$ cat src/tag_mem_pkg.sv
// package of constants and carrier types for the tag block memory
package tag_mem_pkg;
	localparam int          BLOCK_COUNT     = 16;           // main memory blocks
	localparam int          WORD_W          = 32;           // bits per block
	localparam int          ADDR_W          = 8;            // block address width
	localparam int          ID_W            = 8;            // select identifier width
	localparam logic [7:0]  LAST_USER_A     = 8'h04;        // end of first user area
	localparam logic [7:0]  COUNTER_A_ADDR  = 8'h05;        // down_counter_a
	localparam logic [7:0]  COUNTER_B_ADDR  = 8'h06;        // down_counter_b
	localparam logic [7:0]  FIRST_USER_B    = 8'h07;        // start of second user area
	localparam logic [7:0]  LAST_USER_B     = 8'h0F;        // end of second user area
	localparam logic [7:0]  SYSTEM_ADDR     = 8'hFF;        // system_lock_and_id_block
	localparam int          LOCK_LSB        = 16;           // lock bit of block 0
	localparam int          ID_LSB          = 0;            // fixed identifier field
	localparam logic [31:0] COUNTER_RESET   = 32'hFFFFFFFF; // counter initial value
	localparam logic [31:0] USER_RESET      = 32'hFFFFFFFF; // erased user word
	localparam logic [31:0] SYSTEM_RESET    = 32'hFFFFFFFF; // unprogrammed system word
	localparam logic [31:0] ZERO_WORD       = 32'h00000000; // exhausted or empty value
	localparam int          PROG_TIME_NS    = 5000000;      // programming time
	localparam int          CLK_PERIOD_NS   = 25;           // clock period
	localparam int          PROG_CYCLES     = PROG_TIME_NS / CLK_PERIOD_NS;

	// decoded block command from the frame logic
	typedef struct packed {
		logic              rd;   // block read pulse
		logic              wr;   // block write pulse
		logic [ADDR_W-1:0] addr; // block address
		logic [WORD_W-1:0] data; // write data
	} blk_cmd_t;

	// answer to a block read
	typedef struct packed {
		logic              valid; // one-cycle answer strobe
		logic              hit;   // address mapped
		logic [WORD_W-1:0] data;  // read data
	} blk_rsp_t;
endpackage

$ cat src/tag_block_memory_write_control.sv
// block memory with lock, counter, erase and one-time system rules
// What this block does
// RL1: sixteen 32-bit blocks, all readable
// RL2: a main block write replaces all 32 bits
// RL3: blocks 0 to 4 lockable user words
// RL4: protection can never be removed
// RL5: counters accept only strictly lower values
// RL6: counters start all ones, zero is final
// RL7: power loss keeps old counter value
// RL8: locked counter rejects every change
// RL9: blocks 7 to 15 erase then program
// RL10: system block writes only clear bits
// RL11: all-zero system block accepts nothing
// RL12: bits 16 to 31 lock blocks 0-15
// RL13: cleared lock bits never return to one
// RL14: lock changes apply after valid select
// RL15: optional fixed identifier in bits 7:0
// RL16: fixed identifier disables random identifier
// RL17: reader selects before block commands; the block answers block commands without a select
// RL18: refused writes change nothing, no error; the block still pulses wr_refused_o
module tag_block_memory_write_control
	import tag_mem_pkg::*;
#(
	parameter int        PROG_CYC     = PROG_CYCLES, // programming cycle count
	parameter bit        FIXED_ID_OPT = 1'b0,        // fixed identifier mask option
	parameter logic [7:0] FIXED_ID    = 8'h5A        // fixed identifier, arbitrary value
)
(
	// clock and reset
	input  wire logic            clk_i,
	input  wire logic            arst_n_i,
	// decoded commands from frame logic
	input  wire blk_cmd_t        cmd_i,
	input  wire logic            select_ok_i,
	input  wire logic [ID_W-1:0] random_id_i,
	input  wire logic            power_fail_i,
	// answers
	output blk_rsp_t             rsp_o,
	output logic                 busy_o,
	output logic                 wr_done_o,
	output logic                 wr_refused_o,
	output logic [ID_W-1:0]      tag_select_id_o,
	output logic                 fixed_id_en_o
);
	// programming sequencer states
	typedef enum {PS_IDLE, PS_ERASE, PS_PROG} prog_state_t;

	logic                    rst_s1_r;                 // reset release stage one
	logic                    rst_n_r;                  // released reset
	logic [WORD_W-1:0]       mem_r [BLOCK_COUNT];      // main blocks
	logic [WORD_W-1:0]       sys_r;                    // system block
	logic [BLOCK_COUNT-1:0]  lock_act_r;               // active protection, low = locked
	prog_state_t             state_r;                  // programming sequencer
	logic [31:0]             cnt_r;                    // programming timer
	logic [ADDR_W-1:0]       wa_r;                     // pending address
	logic [WORD_W-1:0]       wd_r;                     // pending data
	logic                    accept;                   // write allowed
	logic                    prog_end;                 // programming timer done

	// main block address test
	function automatic logic is_main(input logic [ADDR_W-1:0] a);
		return a <= LAST_USER_B;
	endfunction

	// reset release through two flops
	always_ff @(posedge clk_i or negedge arst_n_i)
	begin
		if (!arst_n_i)
		begin
			rst_s1_r <= 1'b0;
			rst_n_r  <= 1'b0;
		end
		else
		begin
			rst_s1_r <= 1'b1;
			rst_n_r  <= rst_s1_r;
		end
	end

	// write acceptance decision
	always_comb
	begin
		accept = 1'b0;
		if (cmd_i.wr && state_r == PS_IDLE)
		begin
			if (is_main(cmd_i.addr))
			begin
				// protected block refused, flagged on wr_refused_o
				accept = lock_act_r[cmd_i.addr[3:0]]; // RL3 RL4 RL8 RL18
				// counter only moves down
				if (cmd_i.addr == COUNTER_A_ADDR || cmd_i.addr == COUNTER_B_ADDR)
					accept = accept && (cmd_i.data < mem_r[cmd_i.addr[3:0]]); // RL5 RL6 RL18
			end
			else if (cmd_i.addr == SYSTEM_ADDR)
				accept = (sys_r != ZERO_WORD); // RL11
		end
	end

	assign prog_end = (cnt_r == 32'(PROG_CYC - 1));

	// programming sequencer with timer
	always_ff @(posedge clk_i or negedge rst_n_r)
	begin
		if (!rst_n_r)
		begin
			state_r <= PS_IDLE;
			cnt_r   <= 32'h00000000;
			wa_r    <= 8'h00;
			wd_r    <= 32'h00000000;
		end
		else
		begin
			case (state_r)
				PS_IDLE:
				begin
					cnt_r <= 32'h00000000;
					if (accept)
					begin
						wa_r    <= cmd_i.addr;
						wd_r    <= cmd_i.data;
						// system block skips erase
						state_r <= (cmd_i.addr == SYSTEM_ADDR) ? PS_PROG : PS_ERASE; // RL9 RL10
					end
				end
				PS_ERASE:
				begin
					// power loss aborts before commit
					if (power_fail_i)
						state_r <= PS_IDLE; // RL7
					else
						state_r <= PS_PROG;
				end
				PS_PROG:
				begin
					cnt_r <= cnt_r + 32'h00000001;
					if (power_fail_i)
						state_r <= PS_IDLE; // RL7
					else if (prog_end)
						state_r <= PS_IDLE;
				end
				default:
					state_r <= PS_IDLE;
			endcase
		end
	end

	// memory array commit at end of programming
	always_ff @(posedge clk_i or negedge rst_n_r)
	begin
		if (!rst_n_r)
		begin
			for (int i = 0; i < BLOCK_COUNT; i++)
				mem_r[i] <= (i == 5 || i == 6) ? COUNTER_RESET : USER_RESET; // RL6
		end
		else if (state_r == PS_PROG && prog_end && !power_fail_i && wa_r != SYSTEM_ADDR)
			mem_r[wa_r[3:0]] <= wd_r; // RL2 RL9 RL7
	end

	// system block only clears bits
	always_ff @(posedge clk_i or negedge rst_n_r)
	begin
		if (!rst_n_r)
			sys_r <= SYSTEM_RESET;
		else if (state_r == PS_PROG && prog_end && !power_fail_i && wa_r == SYSTEM_ADDR)
			sys_r <= sys_r & wd_r; // RL10 RL13 RL4
	end

	// lock bits load into protection on valid select
	always_ff @(posedge clk_i or negedge rst_n_r)
	begin
		if (!rst_n_r)
			lock_act_r <= {BLOCK_COUNT{1'b1}};
		else if (select_ok_i)
			lock_act_r <= lock_act_r & sys_r[LOCK_LSB +: BLOCK_COUNT]; // RL14 RL12 RL13
	end

	// read answer, one cycle after request
	always_ff @(posedge clk_i or negedge rst_n_r)
	begin
		if (!rst_n_r)
			rsp_o <= '0;
		else
		begin
			rsp_o.valid <= cmd_i.rd; // RL1 RL17
			rsp_o.hit   <= is_main(cmd_i.addr) || cmd_i.addr == SYSTEM_ADDR;
			if (is_main(cmd_i.addr))
				rsp_o.data <= mem_r[cmd_i.addr[3:0]]; // RL1
			else if (cmd_i.addr == SYSTEM_ADDR)
				rsp_o.data <= FIXED_ID_OPT ? {sys_r[31:8], FIXED_ID} : sys_r; // RL15
			else
				rsp_o.data <= ZERO_WORD;
		end
	end

	// status and identifier outputs
	always_ff @(posedge clk_i or negedge rst_n_r)
	begin
		if (!rst_n_r)
		begin
			busy_o          <= 1'b0;
			wr_done_o       <= 1'b0;
			wr_refused_o    <= 1'b0;
			tag_select_id_o <= 8'h00;
			fixed_id_en_o   <= 1'b0;
		end
		else
		begin
			busy_o          <= (state_r != PS_IDLE) || accept;
			wr_done_o       <= state_r == PS_PROG && prog_end && !power_fail_i;
			wr_refused_o    <= cmd_i.wr && !accept; // RL18
			// fixed value replaces random identifier
			tag_select_id_o <= FIXED_ID_OPT ? FIXED_ID : random_id_i; // RL16 RL15
			fixed_id_en_o   <= FIXED_ID_OPT; // RL16
		end
	end
endmodule

$ cat config.mk
export PLATFORM = sky130hd
export DESIGN_NAME = tag_block_memory_write_control
export DESIGN_NICKNAME = d
export VERILOG_FILES = /design/src/tag_mem_pkg.sv /design/src/tag_block_memory_write_control.sv
export SDC_FILE = /design/constraint.sdc
export NUM_CORES = 1
export LEC_CHECK = 0
export ABC_CLOCK_PERIOD_IN_PS = 24000
export BUFFER_PORTS_ARGS = -buffer_cell sky130_fd_sc_hd__clkbuf_2
export CAP_MARGIN = 20
export CORE_ASPECT_RATIO = 1.4
export CORE_MARGIN = 5
export CORE_UTILIZATION = 50
export DETAILED_ROUTE_END_ITERATION = 7
export GPL_TIMING_DRIVEN = 0
export PLACE_DENSITY = 0.75
export SLEW_MARGIN = 20
export SYNTH_ARGS = -nofsm -noshare
export SYNTH_HDL_FRONTEND = slang
export SYNTH_SLANG_ARGS = --single-unit
export TNS_END_PERCENT = 1
$ cat constraint.sdc
create_clock -name clk_i -period 24 [get_ports clk_i]
set_input_delay 2.4 -clock clk_i [delete_from_list [all_inputs] [get_ports clk_i]]
set_output_delay 2.4 -clock clk_i [all_outputs]
set_load 0.01 [all_outputs]
## Word-level counts from Yosys, hierarchy flattened

Index checks and enable logic that the tools add are counted.

| operators by class | value |
|---|---|
| bitwise operators | 4 |
| add/subtract/negate cells | 1 |
| equality and inequality tests | 11 |
| order comparisons | 6 |
| multiplexer cells | 21 |
| reductions and logical operators | 20 |

Operators with widths:

| cell | count |
|---|---|
| bitwise mux 512 bit | 1 |
| two-way mux 32 bit | 8 |
| binary-select mux 32 bit (select 4 bit) | 1 |
| demux 32 bit (select 4 bit) | 1 |
| case mux 32 bit (3 select lines) | 1 |
| logical NOT 32 bit | 2 |
| case mux 32 bit (2 select lines) | 1 |
| nonzero test 32 bit | 2 |
| adder 32 x 1 -> 32 bit, second input constant | 1 |
| bitwise AND 32 bit | 1 |
| == test 32 x 1 -> 1 bit, second input constant | 1 |
| == test 32 x 18 -> 1 bit, second input constant | 1 |
| == test 32 x 2 -> 1 bit, second input constant | 1 |
| == test 32 x 3 -> 1 bit, second input constant | 1 |
| < comparator 32 bit | 1 |
| bitwise AND 16 bit | 1 |
| == test 8 x 3 -> 1 bit, second input constant | 2 |
| == test 8 bit, second input constant | 2 |
| greater-or-equal comparator 5 bit, second input constant | 2 |
| NOT 4 -> 5 bit | 2 |
| less-or-equal comparator 8 x 4 -> 1 bit, second input constant | 1 |
| logical AND 1 bit | 8 |
| != test 8 bit, second input constant | 1 |
| < comparator 4 x 5 -> 1 bit, second input constant | 1 |
| 10 further kinds | 19 |

| storage, ports and cells | value |
|---|---|
| flip-flop bits (word level) | 711 |
| output and inout bits | 46 |
| word-level logic and storage cells | 94 |
| input bits | 54 |

## Depth between registers and ports, before layout

| logic depth | value |
|---|---|
| word-level depth | 11 |
| mapped depth | 16 |
| gate-level depth less buffers | 10 |

## Least setup slack after synthesis

Ideal clock, no wire load.

| path | value |
|---|---|
| path kind | input port to flip-flop |
| start | input port cmd_i[32] (netlist bit) |
| end | register wd_r[19] |
| data required time | 23,875 ps |
| path buffers | 6 |
| arrival | 6,636 ps |
| path slack | 17,239 ps |
| stages on the path | 16 |
| library setup time | 125 ps |
| cells stage by stage | buf_2 -> clkbuf_1 -> buf_2 -> buf_1 -> mux4_2 -> mux4_2 -> inv_1 -> ha_1 -> a21o_1 -> a211o_1 -> nor3_1 -> a2111oi_0 -> or4_1 -> buf_2 -> clkbuf_1 -> mux2_2 |

| between the ends | value |
|---|---|
| word-level cells in the longest chain between the ends | 10 |
| elaborated cells on any way between the ends | 18 |
| those cells by class | order compare: 2; eq/ne: 3; mux: 9; bitwise: 1; reduce/logical: 3 |

Ends and longest elaborated chain:

| item | line | text |
|---|---|---|
| start: declaration | tag_block_memory_write_control.sv:33 | `input wire blk_cmd_t cmd_i,` |
| NOT 4 -> 5 bit (implied by the code) | tag_block_memory_write_control.sv:92 | `accept = accept && (cmd_i.data < mem_r[cmd_i.addr[3:0]]);` |
| binary-select mux 32 bit (select 4 bit) | tag_block_memory_write_control.sv:92 |  |
| two-way mux 32 bit (implied by the code) (2 in a row) | tag_block_memory_write_control.sv:92 |  |
| < comparator 32 bit | tag_block_memory_write_control.sv:92 |  |
| logical AND 1 bit | tag_block_memory_write_control.sv:92 |  |
| two-way mux 1 bit | tag_block_memory_write_control.sv:91 | `if (cmd_i.addr == COUNTER_A_ADDR \|\| cmd_i.addr == COUNTER_B_ADDR)` |
| two-way mux 1 bit * | tag_block_memory_write_control.sv:86 | `if (is_main(cmd_i.addr))` |
| two-way mux 1 bit * | tag_block_memory_write_control.sv:84 | `if (cmd_i.wr && state_r == PS_IDLE)` |
| AND reduction 2 bit (no source line) * | n/a |  |
| end signal: assignment | tag_block_memory_write_control.sv:120 | `wd_r <= cmd_i.data;` |
| end: declaration | tag_block_memory_write_control.sv:56 | `logic [WORD_W-1:0] wd_r;` |

Mark *: on every way between the ends. The rest lies on a longest branch, timed or not. The select of a mux whose other input is x is not followed.
A chain may end at the register's enable or synchronous reset.

## Worst setup path after layout

| path | value |
|---|---|
| start | input port cmd_i[33] (netlist bit) |
| end | register wd_r[20] |

Same word-level chain as after synthesis.

==> impl_metrics.ini <==
[cts]
cts_max_path_buffers = 3
cts_tree = built
postCtsHoldBufs = 0
cts_buffers = 67
cts-resized-gates = 0
cts_num_sinks = 681
cts_setup_buffers = 0
htree_levels = 3
cts_root_buf = clkbuf_16
insertion_delay_ns = 0.61
clk_pin_slew_ns = 0.06

[setup_path]
worst_path_max_delay_cell = buf_1
cp-end-kind = register
r2r_slack_ns = 18.62
cp_cell_sequence = clkbuf_2 > buf_2 > clkbuf_1 > buf_1 > buf_1 > mux4_2 > mux4_2 > inv_1 > ha_1 > nand4_1 > nor3_1 > nand3_1 > a2111oi_0 > or4_1 > buf_2 > clkbuf_1 > mux2_2
crit_family = buffers and inverters
crit_buf_inv = 8
r2r_start = mem_r[151]$_DFFE_PN1P_
crit_type = in -> reg
cp_max_fo = 10
start_kind = input port
arrival_ns = 9.66
cp_slowest_stage_delay_ns = 0.87
required_ns = 24.50
startpoint = cmd_i[33]

[yosys]
synthArstFlopShare_pct = 100
ys_types = 52
yosysWarningCount = 0
yosysTopAreaCell = dfstp_2
avgSynthCellArea_um2 = 15.7
netlist.area_leader.share_pct = 47.2
syn_area_mm2 = 0.0312
ys_ff_latch = 681
synth_fp_nets = 2075
synth_edf_count = 0
netlist_instances = 1989
seq_area_frac_synth_pct = 56.9
ys.flop_type = dfstp_2
synth_area_leaders = dfstp_2, mux2_2, mux4_2

[final_layout]
num_antenna_cells = 0
nFillCells = 4864
final_common_cell = dfstp_2
final-seq-area_mm2 = 0.0177
final_nets = 2253
multiInputGateArea_mm2 = 0.0126
area_growth_pct = 13.2
mostFrequentLayoutCells = dfstp_2, mux2_2, mux4_2
final_util_pct = 57.0
drive_gt1_share_pct = 69.2

[min_path]
min-delay-path-class = reg -> async

[floorplanning]
die_y_um = 305
die_width_um = 221
core_area_mm2 = 0.0619
fp-row-count = 108
start_util_pct = 50.3
die_area_mm2 = 0.0675
ios = 100

[timing]
max_slew_margin_pct = 27.1
hold_viol_final = 0
setup_violations = 0
finalCritPeriodShare_pct = 38.2
rsz0062_at_grt = no
min_period_ns = 9.16
skew_ns = 0.0281
worstMarginPinSlew_ns = 1.09
setup_tns_ns = 0
hold_ws_ns = 0.321
report.final.slew_viol_count = 0
fmax_mhz = 109

[grt]
grt_pass1_vias = 20200
grt_first_pass_wirelength_mm = 124
grt_max_degree = 65
grtUsageTotal_pct = 23.7
overflow = 0
antenna_found_initial = 5

[power]
pwr-share-seq_pct = 49.8
p_per_area_mw_per_mm2 = 67.3
p_clk_share_pct = 45.2
comb_power_share_pct = 5.0
power_switching_mw = 0.549
power_mw = 2.37
p_leak_nw = 14.7
vdd_ir_drop_max_uv = 42.2
p_sw_share_pct = 23.1
internal_power_mw = 1.82

[routing]
dr.pass1.iters = 5
antenna_left = 0
vias = 18200
post-route-drc-count = 0
vias_per_cell = 5.99
routed_wl_mm = 79.7
wl_per_cell_um = 26.2
first_iter_violations = 1354

[placement]
hpwlAfterDp_mm = 54.7
gp_congestion = 0.882
port_buffers = 96

[flow_run]
drv_cap = 0

[outcome]
status = completed
-- per-stage QoR --
stage | instance area (um^2) | cells | worst slack [ns]
after floorplan | 31200 | 1989 | 4.59
after global placement | 32700 | 2910 | -1.21
after detailed placement | 33000 | 2922 | 14.40
after CTS | 35200 | 3045 | 14.99
after global routing | 35300 | 3046 | 14.81
final | 35300 | 3046 | 14.84
-- power groups by stage --
stage | clock (mW) | sequential [mW] | combinational, mW
finish | 1.07 | 1.18 | 0.118
detailed placement | 0 | 1.20 | 0.117
global route | 1.14 | 1.18 | 0.129
global placement | 0 | 1.21 | 0.0878
floorplan | 0 | 1.20 | 0.0562
CTS | 1.09 | 1.18 | 0.118
-- sequential cells by signal, summed over array words and instances (netlist names) --
signal           flops
lock_act_r          16
wr_done_o            1
wd_r                32
rst_s1_r             1
wr_refused_o         1
wa_r                 8
rsp_o               34
mem_r              512
rst_n_r              1
state_r              2
tag_select_id_o      8
sys_r               32
cnt_r               32
busy_o               1
-- final timing paths --
kind,to,depth (start not counted)
worst max-delay path,wd_r[20]$_DFFE_PN0P_,17
worst min-delay path,wr_done_o$_DFF_PN0_,0
worst max register to register,wd_r[20]$_DFFE_PN0P_,12
worst min register to register,wr_done_o$_DFF_PN0_,0
max in group asynchronous,mem_r[302]$_DFFE_PN1P_,5
min in group clk_i,rst_n_r$_DFF_PN0_,0
-- synthesized netlist by cell type, types with 3 or more instances --
library cell / instances
mux2i_1: 12
mux4_2: 158
nor2_1: 80
buf_1: 29
xor2_1: 13
dfstp_2: 560
a21oi_1: 15
xnor2_1: 11
nor4_2: 4
and3_1: 3
nor4_1: 15
nand3_1: 17
o21ai_0: 12
inv_1: 49
nand4_1: 16
mux2_1: 20
nand2b_1: 7
buf_4: 4
buf_6: 3
or4_1: 3
dfrtp_1: 121
o21a_1: 17
a21o_1: 8
nor3_1: 13
nor4b_1: 3
mux2_4: 30
and2_1: 3
ha_1: 32
a21boi_0: 16
clkbuf_1: 64
nor3_2: 6
buf_2: 44
and4_1: 3
a22o_1: 35
nor2b_1: 3
nand2_1: 36
mux2_2: 499
or3_1: 4
-- cell type report --
type,instances,area share (%)
multi-input combinational,1115,35.8
inverter,49,0.521
sequential,681,50.3
clock buffer,108,5.85
timing repair buffer,109,2.28
clock inverter,15,0.529
tap,825,2.93
buffer,144,1.83
-- worst register-to-register path, stage by stage, from the launching register on --
cell,delay (ns)
dfstp_2,0.37
mux4_2,0.49
mux4_2,0.53
inv_1,0.12
ha_1,0.15
nand4_1,0.09
nor3_1,0.77
nand3_1,0.43
a2111oi_0,0.72
or4_1,0.19
buf_2,0.32
clkbuf_1,0.68
mux2_2,0.42
-- cells by family (layout without fill, tap and decap cells) --
| logic type | count (synthesis) | after routing | synth area share, % |
|---|---|---|---|
| flops | 681 | 681 | 56.9 |
| simple gates | 220 | 220 | 3.64 |
| buf+inv | 193 | 425 | 2.62 |
| xor+xnor | 24 | 24 | 0.675 |
| compound gates | 118 | 118 | 2.80 |
| other cells | 2 | 2 | 0.0241 |
| mux | 719 | 719 | 32.0 |
| fa+ha+maj | 32 | 32 | 1.29 |
-- layer usage --
layer / wire length (um) / GRT usage (%)
met1: 30800 / 29.4
met5: 25 / 0
met3: 4480 / 4.31
met4: 3950 / 11.0
met2: 40500 / 40.6
Note: power is estimated with default switching activity, not from simulation.
